==> src/hdl/lftc_pkg.sv <==
// Purpose: shared constants and types of the lan frame type classifier
// Assumes: byte stream on one 25 MHz clock
// Notes: byte indices count from the first byte of the frame
package lftc_pkg;
   // ethernet header layout
   localparam logic [12:0] LFTC_ETH_TL_HI = 13'h000C; // type/length msb
   localparam logic [12:0] LFTC_ETH_LLC = 13'h000E;   // llc start
   // ring header: frame control, two addresses, then llc
   localparam logic [12:0] LFTC_RING_LLC = 13'h000D;
   // llc field offsets relative to llc start
   localparam logic [12:0] LFTC_OFF_DSAP = 13'h0000;
   localparam logic [12:0] LFTC_OFF_SSAP = 13'h0001;
   localparam logic [12:0] LFTC_OFF_CTL = 13'h0002;
   localparam logic [12:0] LFTC_OFF_CTL2 = 13'h0003;
   localparam logic [12:0] LFTC_OFF_OUI = 13'h0003;
   localparam logic [12:0] LFTC_OFF_EXT = 13'h0006;
   localparam logic [12:0] LFTC_OFF_END = 13'h0008;
   // length limits in bytes, address (frame control on ring) through fcs
   localparam logic [12:0] LFTC_ETH_MIN = 13'h0040;  // 64
   localparam logic [12:0] LFTC_ETH_MAX = 13'h05EE;  // 1518
   localparam logic [12:0] LFTC_RING_MAX = 13'h1194; // 4500
   localparam logic [12:0] LFTC_RING_MIN = 13'h0014; // 20, header+llc+fcs
   localparam logic [12:0] LFTC_CNT_SAT = 13'h1FFF;
   localparam logic [15:0] LFTC_TL_MAX = 16'h05DC;   // 1500
   localparam logic [15:0] LFTC_PAD_MIN = 16'h002E;  // 46 payload bytes
   localparam logic [12:0] LFTC_ETH_OVH = 13'h0012;  // 18 header+fcs
   localparam logic [12:0] LFTC_FCS_LEN = 13'h0004;
   // llc code points
   localparam logic [7:0] LFTC_SAP_SNAP = 8'hAA;
   localparam logic [15:0] LFTC_RAW_MARK = 16'hFFFF;
   localparam logic [7:0] LFTC_SNAP_CTL = 8'h03;
   localparam logic [23:0] LFTC_OUI_ENCAP = 24'h000000;
   localparam logic [1:0] LFTC_CTL_UNNUM = 2'h3;
   // crc32, reflected form
   localparam logic [31:0] LFTC_CRC_POLY = 32'hEDB88320;
   localparam logic [31:0] LFTC_CRC_INIT = 32'hFFFFFFFF;
   localparam logic [31:0] LFTC_CRC_RESID = 32'hDEBB20E3;

   typedef enum logic [3:0] {
      LFTC_CL_NONE,
      LFTC_CL_TYPE_FIELD_FRAMING,
      LFTC_CL_RAW_LENGTH_FRAMING,
      LFTC_CL_LENGTH_FRAMING_WITH_LLC,
      LFTC_CL_LENGTH_FRAMING_WITH_SNAP,
      LFTC_CL_LENGTH_SNAP_ENCAP_TYPE,
      LFTC_CL_RING_FRAMING_WITH_LLC,
      LFTC_CL_RING_FRAMING_WITH_SNAP,
      LFTC_CL_RING_SNAP_ENCAP_TYPE
   } lftc_class_e;
endpackage : lftc_pkg

==> src/hdl/lftc_len_if.sv <==
// Purpose: carrier between the parser and the byte counter
// Assumes: single clock domain
// Notes: count holds the bytes taken so far in the current frame
`timescale 1ns/1ps
`default_nettype none
interface lftc_len_if;
   logic byte_stb;
   logic first;
   logic ring;
   logic [12:0] count;
   logic too_long;
   logic too_short;
   modport counter (input byte_stb, first, ring,
                    output count, too_long, too_short);
   modport parser (output byte_stb, first, ring,
                   input count, too_long, too_short);
endinterface : lftc_len_if
`default_nettype wire

==> src/hdl/lftc_len_count.sv <==
// Purpose: frame byte counter and medium length limit check
// Assumes: first is high with the strobe of a frame's first byte
// Notes: count saturates so giant frames still read as too long
`timescale 1ns/1ps
`default_nettype none
module lftc_len_count
   import lftc_pkg::*;
(
   input wire logic clk,
   input wire logic rst,
   lftc_len_if.counter lk
);
   typedef struct packed {
      logic [12:0] count;
      logic ring;
   } lftc_cnt_s;
   lftc_cnt_s st_reg;
   lftc_cnt_s st_next;

   // count bytes; a new first byte restarts the frame
   always_comb
   begin
      st_next = st_reg;
      if (lk.byte_stb && lk.first)
      begin
         st_next.count = 13'h0001;
         st_next.ring = lk.ring;
      end
      else if (lk.byte_stb && st_reg.count != LFTC_CNT_SAT)
      begin
         st_next.count = st_reg.count + 13'h0001;
      end
   end

   always_ff @(posedge clk)
   begin
      if (rst)
      begin
         st_reg <= '0;
      end
      else
      begin
         st_reg <= st_next;
      end
   end

   assign lk.count = st_reg.count;
   // limits per medium, counted address (frame control on ring) through fcs
   assign lk.too_long = st_reg.ring ? (st_reg.count > LFTC_RING_MAX)
                                    : (st_reg.count > LFTC_ETH_MAX);
   assign lk.too_short = st_reg.ring ? (st_reg.count < LFTC_RING_MIN)
                                     : (st_reg.count < LFTC_ETH_MIN);
endmodule : lftc_len_count
`default_nettype wire

==> src/hdl/lftc_classifier.sv <==
// Purpose: receive side parser that names the framing of each frame
// Assumes: bytes come from mac logic on clk, one per in_valid cycle
// Notes: result is a one-cycle pulse two cycles after the last byte, none if a first byte comes in the very next cycle
// Function
// - length/type field above 1500 means type framing
// - field at most 1500 means 802.3 length
// - ethernet frames between 64 and 1518 bytes
// - short frames carry pad before the fcs
// - ring frames up to 4500 bytes allowed
// - ring user frames always carry llc header
// - llc has dsap, ssap, one/two-byte control
// - FFFF after length field means raw framing
// - both saps AA means snap, control 3
// - snap carries three-byte oui, two-byte extension
// - oui zero means extension is ether type
// - addresses plus trailing 32-bit crc fcs
// - parse headers in order, each steering next
`timescale 1ns/1ps
`default_nettype none
module lftc_classifier
   import lftc_pkg::*;
(
   input wire logic clk,
   input wire logic rst,
   input wire logic in_valid,
   input wire logic [7:0] in_data,
   input wire logic in_first,
   input wire logic in_last,
   input wire logic in_ring,
   output logic res_valid,
   output lftc_class_e res_class,
   output logic [15:0] res_proto,
   output logic [7:0] res_dsap,
   output logic [7:0] res_ssap,
   output logic [15:0] res_ctrl,
   output logic res_ctrl_wide,
   output logic [23:0] res_oui,
   output logic res_len_err,
   output logic res_pad_err,
   output logic res_crc_err,
   output logic res_hdr_err,
   output logic res_discard
);
   typedef enum logic [1:0] {ST_IDLE, ST_FRAME, ST_DONE} lftc_state_e;

   typedef struct packed {
      lftc_state_e state;
      logic ring;
      logic [15:0] tl;
      logic [7:0] dsap;
      logic [7:0] ssap;
      logic [15:0] ctrl;
      logic ctrl_wide;
      logic [23:0] oui;
      logic [15:0] ext;
      logic [31:0] crc;
      logic valid;
      lftc_class_e cls;
      logic [15:0] proto;
      logic len_err;
      logic pad_err;
      logic crc_err;
      logic hdr_err;
      // verdict copies of the header fields, held while the next parses
      logic [7:0] out_dsap;
      logic [7:0] out_ssap;
      logic [15:0] out_ctrl;
      logic out_ctrl_wide;
      logic [23:0] out_oui;
   } lftc_st_s;

   lftc_st_s st_reg;
   lftc_st_s st_next;

   lftc_len_if lk ();

   lftc_len_count u_len
   (
      .clk(clk),
      .rst(rst),
      .lk(lk)
   );

   assign lk.byte_stb = in_valid;
   assign lk.first = in_first;
   assign lk.ring = in_ring;

   // one byte into the reflected crc32 register
   function automatic logic [31:0] crc_byte(input logic [31:0] c,
                                            input logic [7:0] d);
      logic [31:0] r;
      r = c ^ {24'h000000, d};
      for (int i = 0; i < 8; i++)
      begin
         r = r[0] ? ((r >> 1) ^ LFTC_CRC_POLY) : (r >> 1);
      end
      return r;
   endfunction : crc_byte

   // byte position, llc base and offset into the llc header
   logic [12:0] idx;
   logic [12:0] llc_base;
   logic [12:0] off;
   logic in_llc;
   logic len_framed;
   logic snap;
   logic [12:0] need;
   logic [12:0] tl13;

   always_comb
   begin
      idx = in_first ? 13'h0000 : lk.count;
      llc_base = (in_first ? in_ring : st_reg.ring) ? LFTC_RING_LLC
                                                    : LFTC_ETH_LLC;
      off = idx - llc_base;
      in_llc = (idx >= llc_base) && (off < LFTC_OFF_END);
      len_framed = (st_reg.tl <= LFTC_TL_MAX);
      snap = (st_reg.dsap == LFTC_SAP_SNAP)
             && (st_reg.ssap == LFTC_SAP_SNAP);
      tl13 = st_reg.tl[12:0];
      need = llc_base + LFTC_OFF_CTL + LFTC_FCS_LEN
             + 13'h0001;
   end

   // field capture while bytes arrive, verdict once the frame is done
   always_comb
   begin
      st_next = st_reg;
      st_next.valid = 1'b0;
      if (in_valid && in_first)
      begin
         // a first byte restarts parsing, even mid-frame; the last
         // verdict stays on the outputs until the next one replaces it
         st_next.tl = 16'h0000;
         st_next.dsap = 8'h00;
         st_next.ssap = 8'h00;
         st_next.ctrl = 16'h0000;
         st_next.ctrl_wide = 1'b0;
         st_next.oui = 24'h000000;
         st_next.ext = 16'h0000;
         st_next.ring = in_ring;
         st_next.crc = crc_byte(LFTC_CRC_INIT, in_data);
         st_next.state = in_last ? ST_DONE : ST_FRAME;
      end
      else if (in_valid && st_reg.state == ST_FRAME)
      begin
         st_next.crc = crc_byte(st_reg.crc, in_data);
         // fields are read left to right, earlier ones steer later ones
         if (!st_reg.ring && idx == LFTC_ETH_TL_HI)
         begin
            st_next.tl[15:8] = in_data;
         end
         if (!st_reg.ring && idx == LFTC_ETH_TL_HI + 13'h0001)
         begin
            st_next.tl[7:0] = in_data;
         end
         // llc only follows when the field was a length, or on the ring
         if (in_llc && (st_reg.ring || len_framed))
         begin
            unique case (off)
               LFTC_OFF_DSAP: st_next.dsap = in_data;
               LFTC_OFF_SSAP: st_next.ssap = in_data;
               LFTC_OFF_CTL:
               begin
                  st_next.ctrl = {8'h00, in_data};
                  // info and supervisory formats take a second byte
                  st_next.ctrl_wide = !snap
                     && (in_data[1:0] != LFTC_CTL_UNNUM);
               end
               default:
               begin
                  if (st_reg.ctrl_wide && off == LFTC_OFF_CTL2)
                  begin
                     st_next.ctrl = {st_reg.ctrl[7:0], in_data};
                  end
                  if (snap && off < LFTC_OFF_EXT)
                  begin
                     st_next.oui = {st_reg.oui[15:0], in_data};
                  end
                  if (snap && off >= LFTC_OFF_EXT)
                  begin
                     st_next.ext = {st_reg.ext[7:0], in_data};
                  end
               end
            endcase
         end
         if (in_last)
         begin
            st_next.state = ST_DONE;
         end
      end
      else if (st_reg.state == ST_DONE)
      begin
         st_next.state = ST_IDLE;
         st_next.valid = 1'b1;
         st_next.pad_err = 1'b0;
         st_next.out_dsap = st_reg.dsap;
         st_next.out_ssap = st_reg.ssap;
         st_next.out_ctrl = st_reg.ctrl;
         st_next.out_ctrl_wide = st_reg.ctrl_wide;
         st_next.out_oui = st_reg.oui;
         st_next.crc_err = (st_reg.crc != LFTC_CRC_RESID);
         st_next.len_err = lk.too_long || lk.too_short;
         st_next.hdr_err = (lk.count < need);
         if (st_reg.ring)
         begin
            // no raw or type variant exists on the ring
            if (snap)
            begin
               st_next.cls = (st_reg.oui == LFTC_OUI_ENCAP)
                  ? LFTC_CL_RING_SNAP_ENCAP_TYPE
                  : LFTC_CL_RING_FRAMING_WITH_SNAP;
               st_next.proto = st_reg.ext;
            end
            else
            begin
               st_next.cls = LFTC_CL_RING_FRAMING_WITH_LLC;
               st_next.proto = {8'h00, st_reg.dsap};
            end
         end
         else if (!len_framed)
         begin
            st_next.cls = LFTC_CL_TYPE_FIELD_FRAMING;
            st_next.proto = st_reg.tl;
            st_next.hdr_err = (lk.count < LFTC_ETH_LLC + LFTC_FCS_LEN);
         end
         else
         begin
            // padded frames are exactly minimum size, others fit length
            st_next.pad_err = (st_reg.tl < LFTC_PAD_MIN)
               ? (lk.count != LFTC_ETH_MIN)
               : (lk.count < tl13 + LFTC_ETH_OVH);
            if ({st_reg.dsap, st_reg.ssap} == LFTC_RAW_MARK)
            begin
               st_next.cls = LFTC_CL_RAW_LENGTH_FRAMING;
               st_next.proto = LFTC_RAW_MARK;
            end
            else if (snap)
            begin
               st_next.cls = (st_reg.oui == LFTC_OUI_ENCAP)
                  ? LFTC_CL_LENGTH_SNAP_ENCAP_TYPE
                  : LFTC_CL_LENGTH_FRAMING_WITH_SNAP;
               st_next.proto = st_reg.ext;
            end
            else
            begin
               st_next.cls = LFTC_CL_LENGTH_FRAMING_WITH_LLC;
               st_next.proto = {8'h00, st_reg.dsap};
            end
         end
         // snap must use type 1 service with control 3
         if (snap && st_next.cls != LFTC_CL_RAW_LENGTH_FRAMING
             && (st_reg.ctrl[7:0] != LFTC_SNAP_CTL
                 || lk.count < need + LFTC_OFF_END - LFTC_OFF_CTL
                    - 13'h0001))
         begin
            st_next.hdr_err = 1'b1;
         end
      end
   end

   always_ff @(posedge clk)
   begin
      if (rst)
      begin
         st_reg <= '0;
      end
      else
      begin
         st_reg <= st_next;
      end
   end

   // verdict fields hold from one verdict until the next; res_valid is a one-cycle pulse
   assign res_valid = st_reg.valid;
   assign res_class = st_reg.cls;
   assign res_proto = st_reg.proto;
   assign res_dsap = st_reg.out_dsap;
   assign res_ssap = st_reg.out_ssap;
   assign res_ctrl = st_reg.out_ctrl;
   assign res_ctrl_wide = st_reg.out_ctrl_wide;
   assign res_oui = st_reg.out_oui;
   assign res_len_err = st_reg.len_err;
   assign res_pad_err = st_reg.pad_err;
   assign res_crc_err = st_reg.crc_err;
   assign res_hdr_err = st_reg.hdr_err;
   // the switch drops anything flagged rather than forwarding it
   assign res_discard = st_reg.len_err | st_reg.pad_err
                        | st_reg.crc_err | st_reg.hdr_err;
endmodule : lftc_classifier
`default_nettype wire

==> config.mk <==
export PLATFORM = sky130hd
export DESIGN_NAME = lftc_classifier
export DESIGN_NICKNAME = d
export VERILOG_FILES = /design/src/hdl/lftc_pkg.sv /design/src/hdl/lftc_len_if.sv /design/src/hdl/lftc_len_count.sv /design/src/hdl/lftc_classifier.sv
export SDC_FILE = /design/constraint.sdc
export NUM_CORES = 1
export LEC_CHECK = 0
export BUFFER_PORTS_ARGS = -buffer_cell sky130_fd_sc_hd__buf_4
export CORE_UTILIZATION = 35
export CTS_CLUSTER_SIZE = 10
export DETAILED_ROUTE_END_ITERATION = 8
export SYNTH_ARGS = -nofsm -noshare
export SYNTH_HDL_FRONTEND = slang
export SYNTH_SLANG_ARGS = --single-unit
==> constraint.sdc <==
create_clock -name clk -period 4.2 [get_ports clk]
set_input_delay 0.84 -clock clk [delete_from_list [all_inputs] [get_ports clk]]
set_output_delay 0.84 -clock clk [all_outputs]
set_load 0.02 [all_outputs]
Yosys cells after proc, flatten, opt, wreduce, memory -nomap -nowiden
Cells that the tools add are included.
{"block": "totals", "ff_bits": 219, "inputBits": 14, "out_inout_bits": 83}
{"block": "op_classes", "addsub": 9, "order_cmp": 14, "n_eq_ne": 17, "n_mux": 49, "bitwise_logic": 25, "reduce_logical": 39}
{"operator": "$mux W32", "count": 18}
{"operator": "$not A13 Y14", "count": 16}
{"operator": "$mux W20", "count": 5}
{"operator": "$mux W82", "count": 1}
{"operator": "$mux W19", "count": 3}
{"operator": "$ne A32 B32 Y1 const B", "count": 1}
{"operator": "$not A8 Y32", "count": 1}
{"operator": "$pmux W16 S2", "count": 1}
{"operator": "$xor A32 B8 Y32", "count": 1}
{"operator": "$eq A13 B2 Y1 const B", "count": 2}
{"operator": "$eq A13 B4 Y1 const B", "count": 2}
{"operator": "$lt A13 B13 Y1", "count": 2}
{"operator": "$lt A13 B5 Y1 const B", "count": 2}
{"operator": "$logic_not A24 Y1", "count": 1}
{"operator": "$eq A16 B16 Y1 const B", "count": 1}
{"operator": "$eq A8 B8 Y1 const B", "count": 2}
{"operator": "$le A16 B11 Y1 const B", "count": 1}
{"operator": "$lt A16 B6 Y1 const B", "count": 1}
{"operator": "$mux W16", "count": 1}
{"operator": "$logic_and A1 B1 Y1", "count": 14}
{"operator": "$add A13 B1 Y13 const B", "count": 1}
{"operator": "$add A13 B5 Y13 const B", "count": 1}
{"operator": "$eq A13 B1 Y1 const B", "count": 1}
{"operator": "$ge A13 B3 Y1 const B", "count": 1}
{"operator": "38 further kinds", "count": 73}

Depth between registers and ports, before layout
Gate-level depths: netlist of run 1.
{"block": "depth", "ltp_word": 19, "mapped_depth": 17}

Hierarchy
A second synthesis of run 1 with hierarchy kept.
{"block": "unflattened", "cells_unflattened": 1371, "area_unflattened_um2": 11730.0}
{"mod": "lftc_classifier", "instances": 1, "cells_each": 1259, "area_per_inst_um2": 10811.6, "seq_area_each_um2": 4124.0}
{"mod": "lftc_len_count", "instances": 1, "cells_each": 112, "area_per_inst_um2": 918.4, "seq_area_each_um2": 280.3}

Worst setup path before layout of run 1
No wires, ideal clock.
{"block": "synth_timing", "kind": "input to register", "startpoint": "input port in_first", "endpoint": "register st_reg[120] (netlist name)", "setup_time_ns": 0.128, "t_arrival_ns": 4.422, "setup_slack_ns": -0.350, "stages": 15, "path_cell_list": "clkbuf_1 -> o21ai_0 -> ha_1 -> inv_1 -> fa_1 -> clkbuf_1 -> a311oi_1 -> xnor2_1 -> nand4_1 -> or4_1 -> buf_2 -> nor4_4 -> buf_6 -> mux2i_1 -> nor2_1"}
{"block": "synth_via", "elab_chain_len": 7}
{"element": "start: declaration", "line_no": "lftc_classifier.sv:27", "rtl": "input wire logic in_first,"}
{"element": "$mux W1", "line_no": "lftc_classifier.sv:113", "rtl": "llc_base = (in_first ? in_ring : st_reg.ring) ? LFTC_RING_LLC"}
{"element": "$mux W2", "line_no": "lftc_classifier.sv:113"}
{"element": "$sub A13 B4 Y13", "line_no": "lftc_classifier.sv:115", "rtl": "off = idx - llc_base;"}
{"element": "$lt A13 B4 Y1, or another cell as far along", "line_no": "lftc_classifier.sv:116", "rtl": "in_llc = (idx >= llc_base) && (off < LFTC_OFF_END);"}
{"element": "$logic_and A1 B1 Y1 or $reduce_or A3 Y1 (tied branches)"}
{"element": "$logic_and A1 B1 Y1 or $not A1 Y1 (tied branches)"}
{"element": "$reduce_and A4 Y1 (no line)"}
{"element": "end signal: assignment", "line_no": "lftc_classifier.sv:270", "rtl": "st_reg <= st_next;"}
{"element": "end: declaration", "line_no": "lftc_classifier.sv:72", "rtl": "lftc_st_s st_reg;"}
Parallel ways exist; a longest one is shown, timed or not.
A chain may end at the register's enable or synchronous reset.

Final worst setup path of run 1
{"block": "layout_timing", "startpoint": "input port in_first", "endpoint": "register st_reg[149] (netlist name)"}
The elaborated chain is that of the path after synthesis.

==> out/metrics.csv, run 1 <==
metric;value;unit
status;complete, no violations;
start_util;35.7;%
post_cts_buffers;0;
crit_type;in2reg;
detail_route.wl_per_cell;17.8;um
fmaxAchievable;275;MHz
syn_area;11300;um^2
final_antenna_net_count;0;
power;4.85;mW
crit_arrival;4.04;ns
ys_types;61;
finalSetupTns;0;ns
rsz0062_at_grt;false;
die_w;182;um
grt_max_degree;77;
comb_power_share;14.8;%
fin_util;39.7;%
num-nets-final;1366;
stdcell_count;1738;
die_area;33000;um^2
cap_violations;0;
grt_overflow;0;
drive_gt1_share;13.2;%
largest_reg_flops;124;
crit_path_max_fanout;24;
grtUsageTotal;18.7;%
finalHoldViolCount;0;
clkPwrFrac;40.5;%
core;31600;um^2
route.detailed.drc;0;
hold_path_class;reg2reg;
cts.hold.buffers_added;0;
cts_num_sinks;219;
tightest_slew;0.770;ns
hpwl;21300;um
post_cts_resized;0;
totalWireLength;31000;um
num_rows;65;
io_pins;97;
htreeDepth;1;
async_flop_share;0;%
start_kind;primary input;
via_per_inst;5.29;
swShare;26.8;%
drt_iter0_drc;748;
p_per_area;387;nW/um^2
synth_ff_type;dfxtp_1;
yosysSeqAreaShare;38.8;%
ys_ff_latch;219;
finalSetupViolCount;0;
fillers;3185;
syn-num-nets;1385;
peakVddDrop;0.245;mV
via_count;9186;
ys.warnings.count;0;
diodes;0;
place_inst;1706;
finalClockSkew;0.0143;ns
leakagePower;4.67;nW
period_minus_slack;3.63;ns
portBuffers;96;
gp_congestion;0.899;
antenna_found_initial;0;
cts_tree;done;
synthToLayoutAreaGrowth;11.3;%
die_y;182;um
p_seq_share;44.6;%
maxSlewHeadroom;48.7;%
syn_inst;1351;
clock_path_buffers;3;
slew_viol_final;0;
first_pass_iters;5;
cts_buffers;26;
cts_root_buffer;clkbuf_16;
cp-end-kind;flop;
path_clk_slew;0.05;ns
clkLatencyLatePin;0.53;ns
avgSynthCellArea;8.35;um^2
critical_path_required;4.61;ns
internal-power;3.55;mW
fin_crit_sh;86.4;%
synth_edf_count;0;
grt_pass1_wl;49500;um
grt_pass1_vias;8724;
power_switching;1.30;mW
[worst max-delay path, stage by stage]
cell and delay (ns):
buf_4 0.17, o21ai_2 0.28, ha_1 0.21, inv_1 0.05
fa_1 0.44, a311oi_1 0.34, xnor2_1 0.16, nand4_1 0.14
or4_1 0.47, nor4b_2 0.39, buf_12 0.25, mux2i_1 0.21
nor2_1 0.06
[per-layer routing]
metal	vias up	share of wire [%]	GRT usage, %
met1	4366	47	25.8
met5	-	0	0
li1	4492	-	-
met4	0	2.5	5.53
met2	278	45	29.8
met3	50	5.1	3.19
[cell type report]
class,instances,area (um^2),share of cell area [%]
repair buffers,127,1000,7.99
well taps,402,503,4.01
clock inverters,3,26.3,0.209
multi-input cells,949,5930,47.2
clock buffers,29,682,5.43
flip-flops and latches,219,4380,34.9
inverters,9,33.8,0.269
[cells in the mapped netlist, types with 2 or more instances]
cell type  number  area [um^2]
dfxtp_1       219         4380
nand2_1       173          649
nor2_1        170          638
a21oi_1        96          480
xnor2_1        89          780
mux2i_1        81          811
buf_4          79          593
clkbuf_1       74          278
xor2_1         52          455
o21ai_0        44          220
a211oi_1       28          210
nand3_1        25          125
ha_1           19          238
nor3_1         17         85.1
buf_1          15         56.3
nand4_1        15         93.8
nor4_1         14         87.6
inv_1           9         33.8
o22ai_1         9         56.3
a2111oi_0       8         70.1
nand2b_1        8         50.1
o211ai_1        8         60.1
a221oi_1        6         52.6
nand4b_1        6         52.6
nor4b_1         6         52.6
or3_1           6         37.5
a21o_1          5         37.5
a311oi_1        5         43.8
buf_2           5         25.0
nor2b_1         5         31.3
and3_1          4         25.0
nand3b_1        4         30.0
o21a_1          4         30.0
or4_1           4         30.0
a31o_2          3         26.3
a31oi_1         3         18.8
nor3b_1         3         22.5
o21bai_1        3         22.5
a32oi_1         2         17.5
a41o_1          2         20.0
nor4_4          2         42.5
or2_2           2         12.5
[final timing paths]
check,from,cells after the start,slack (ns),end
max,in_first,13,0.57,st_reg[149]
min,res_oui[14],2,0.45,res_oui[14]
max reg2reg,st_reg[203],13,0.67,st_reg[149]
min reg2reg,res_oui[14],2,0.45,res_oui[14]
[logic make-up after synthesis]
| kind of cell | count (synthesis) | share of synthesized area, % |
|---|---|---|
| xor+xnor | 141 | 10.9 |
| fa+ha+maj | 21 | 2.37 |
| mux | 82 | 7.28 |
| buf+inv | 183 | 8.83 |
| simple gates | 469 | 18.8 |
| flops | 219 | 38.8 |
| compound gates | 236 | 12.9 |
[per-stage QoR]
stage | cell area [um^2] | setup WS [ns] | hold WS, ns
floorplan | 11300 | 0.0574 | 0.432
global placement | 11900 | 0.167 | 0.445
detailed placement | 11900 | 0.0377 | 0.447
CTS | 12600 | 0.588 | 0.455
global route | 12600 | 0.367 | 0.471
finish | 12600 | 0.570 | 0.452
[cell usage in the layout, fill, tap and decap left out, types with 15 or more instances in the layout]
cell / synthesis / layout
a211oi_1: 28 / 28
a21oi_1: 96 / 96
buf_4: 79 / 123
clkbuf_16: 0 / 26
dfxtp_1: 219 / 219
ha_1: 19 / 19
mux2i_1: 81 / 81
nand2_1: 173 / 172
nand3_1: 25 / 25
nand4_1: 15 / 15
nor2_1: 170 / 170
nor3_1: 17 / 16
o21ai_0: 44 / 43
xnor2_1: 89 / 89
xor2_1: 52 / 52
[power groups by stage]
stage | sequential, mW | clock [mW] | combinational (mW)
3_5_place_dp | 2.21 | 0 | 0.715
3_3_place_gp | 2.21 | 0 | 0.710
5_1_grt | 2.17 | 2.11 | 0.787
6_report | 2.17 | 1.97 | 0.720
4_1_cts | 2.17 | 2.02 | 0.720
2_1_floorplan | 2.19 | 0 | 0.558
Note: power is estimated with default switching activity, not from simulation.
==> run 2, diff against run 1 <==
--- a/config.mk
+++ b/config.mk
@@ -5,6 +5,7 @@
 export SDC_FILE = /design/constraint.sdc
 export NUM_CORES = 1
 export LEC_CHECK = 0
+export ABC_AREA = 1
 export BUFFER_PORTS_ARGS = -buffer_cell sky130_fd_sc_hd__buf_4
 export CORE_UTILIZATION = 35
 export CTS_CLUSTER_SIZE = 10
==> out/metrics.csv, run 2 <==
metric;value;unit
ys_top_cells_by_area;dfxtp_1 (36%), nand2_1 (9.2%), nor2_1 (8.4%);
dpl_worst_slack;0.191;ns
grt_overflow;0;
tightest_slew;1.04;ns
via_per_inst;5.02;
finalSetupViolCount;0;
slowest_stage;nor2_2;
crit_arrival;3.95;ns
grt_max_degree;79;
swShare;28.4;%
maxSlewHeadroom;30.6;%
synth_top_family_by_area;simple AND/OR/NAND/NOR gates;
synth-xor-area-share;7.52;%
post_cts_buffers;0;
antenna_found_initial;0;
cap_violations;0;
slew_viol_final;0;
crit_chain;buf_4, inv_2, nand2_2, and2_1, buf_4, fa_1, nand4_4, nand2_1, nor3_1, nor2_1, nand3_1, nor2_1, nand3_1, nor2_4, nor2_2, buf_12, nand3_1, nand2_1, nor2_1;
cts_root_buffer;clkbuf_16;
clkPwrFrac;40.5;%
cts_num_sinks;219;
comb_power_share;17.0;%
startpoint;in_first;
syn_area;12200;um^2
muxShareOfSynthArea;0.0822;%
cpPeakStageDelay;0.61;ns
htreeDepth;1;
avgSynthCellArea;7.11;um^2
via_count;10805;
start_util;36.0;%
clock_path_buffers;3;
core;33900;um^2
io_pins;97;
die_y;189;um
hold_path_class;reg2reg;
num_rows;67;
p_per_area;386;nW/um^2
async_flop_share;0;%
p_seq_share;42.5;%
grt_pass1_vias;10232;
hpwl;24400;um
largest_reg_flops;124;
period_minus_slack;3.51;ns
syn_inst;1712;
start_kind;primary input;
yosys.area.top_type_share;36.0;%
drive_gt1_share;12.3;%
cts.hold.buffers_added;0;
synth_area_leader_cell;dfxtp_1;
die_w;189;um
worstHoldPathCells;2;
status;complete, no violations;
totalWireLength;34600;um
post_cts_resized;0;
route.detailed.drc;0;
cts_tree;done;
rsz0062_at_grt;false;
synth-compound-area-share;14.4;%
peakVddDrop;0.300;mV
first_pass_iters;6;
clkLatencyLatePin;0.54;ns
final_cell_mix;nand2_1 (299), nor2_1 (272), dfxtp_1 (219);
synth_ff_type;dfxtp_1;
synthAdderAreaFrac;2.12;%
ys_types;55;
yosysMostFrequentCell;nand2_1;
finalSetupTns;0;ns
synth.top_cells.by_count;nand2_1 (299), nor2_1 (274), dfxtp_1 (219);
grtUsageTotal;19.6;%
place_inst;2116;
fin_util;39.6;%
fin_ws;0.686;ns
drt_iter0_drc;906;
synth-simple-area-share;27.6;%
path_clk_slew;0.06;ns
synthToLayoutAreaGrowth;10.2;%
power_switching;1.47;mW
hp-start;st_reg[204];
cp-end-kind;flop;
stdcell_count;2153;
synth_edf_count;0;
fmaxAchievable;285;MHz
syn-num-nets;1746;
final_antenna_net_count;0;
ys_ff_latch;219;
yosysSeqAreaShare;36.0;%
ys.warnings.count;0;
diodes;0;
num-nets-final;1731;
crit_type;in2reg;
r2r-end;st_reg[136];
finalClockSkew;0.0147;ns
crit_path_max_fanout;24;
finalHoldViolCount;0;
whs_endpoint;st_reg[204];
r2r_cells;19;
grt_pass1_wl;56300;um
detail_route.wl_per_cell;16.1;um
layout_commonest_cell;nand2_1;
portBuffers;96;
reg2reg_slack;0.79;ns
cts_buffers;27;
r2r-start;st_reg[203];
gp_congestion;0.916;
critical_path_required;4.63;ns
die_area;35500;um^2
leakagePower;5.51;nW
internal-power;3.71;mW
fin_crit_sh;83.7;%
[run 2: changes by cell type in the layout (fill, tap and decap cells not counted), moves of 18 or more]
| cell | before | now |
|---|---|---|
| nand2_1 | 172 | 299 |
| inv_1 | 9 | 124 |
| nor2_1 | 170 | 272 |
| o21ai_0 | 43 | 125 |
| mux2i_1 | 81 | 1 |
| nand3_1 | 25 | 83 |
| xnor2_1 | 89 | 46 |
| a31oi_1 | 3 | 21 |
[run 2: how the worst max path moves through the flow]
stage | end | slack [ns] | cells past startpoint
6_report | st_reg[136] | 0.69 | 19
5_1_grt | st_reg[141] | 0.46 | 21
4_1_cts | st_reg[136] | 0.74 | 19
3_5_place_dp | st_reg[136] | 0.19 | 19
3_3_place_gp | st_reg[152] | 0.29 | 19
2_1_floorplan | st_reg[146] | 0.75 | 19
[run 2: power groups by stage]
stage	Clock [mW]	Combinational [mW]	Sequential, mW
3_3_place_gp	0	0.864	2.25
3_5_place_dp	0	0.873	2.25
6_report	2.10	0.880	2.20
2_1_floorplan	0	0.677	2.23
4_1_cts	2.14	0.878	2.20
5_1_grt	2.24	0.974	2.21
[run 2: area by class of cell]
type,count,area [um^2]
repair buffers,117,891
flip-flops and latches,219,4380
fillers,3582,20400
multi-input cells,1198,6310
clock buffers,34,752
inverters,134,503
clock inverters,3,22.5
well taps,448,561
[run 2: logic make-up after synthesis]
| logic type | Yosys count |
|---|---|
| flip-flops | 219 |
| multiplexers | 1 |
| AND/OR/NAND/NOR | 763 |
| buffers and inverters | 295 |
| AO/OA/AOI/OAI | 312 |
| adder cells (fa/ha/maj) | 20 |
| XOR/XNOR | 102 |
[run 2: routing by layer]
layer	GRT usage (%)	part of all wire, %
met3	3.32	6.0
met1	26.9	47
met2	31.5	44
met4	5.46	2.5
met5	0	0
[run 2: per-stage QoR]
stage	hold slack (ns)	power (mW)	instance area, um^2
finish	0.462	5.18	13400
global route	0.486	5.43	13400
CTS	0.464	5.22	13400
detailed placement	0.455	3.12	12600
global placement	0.451	3.11	12600
floorplan	0.440	2.91	12200
[run 2: critical path, delay by kind of cell]
family	cells	cell delay, ns
buffers and inverters	4	0.62
adders and majority gates	1	0.50
and+or+nand+nor	14	1.98
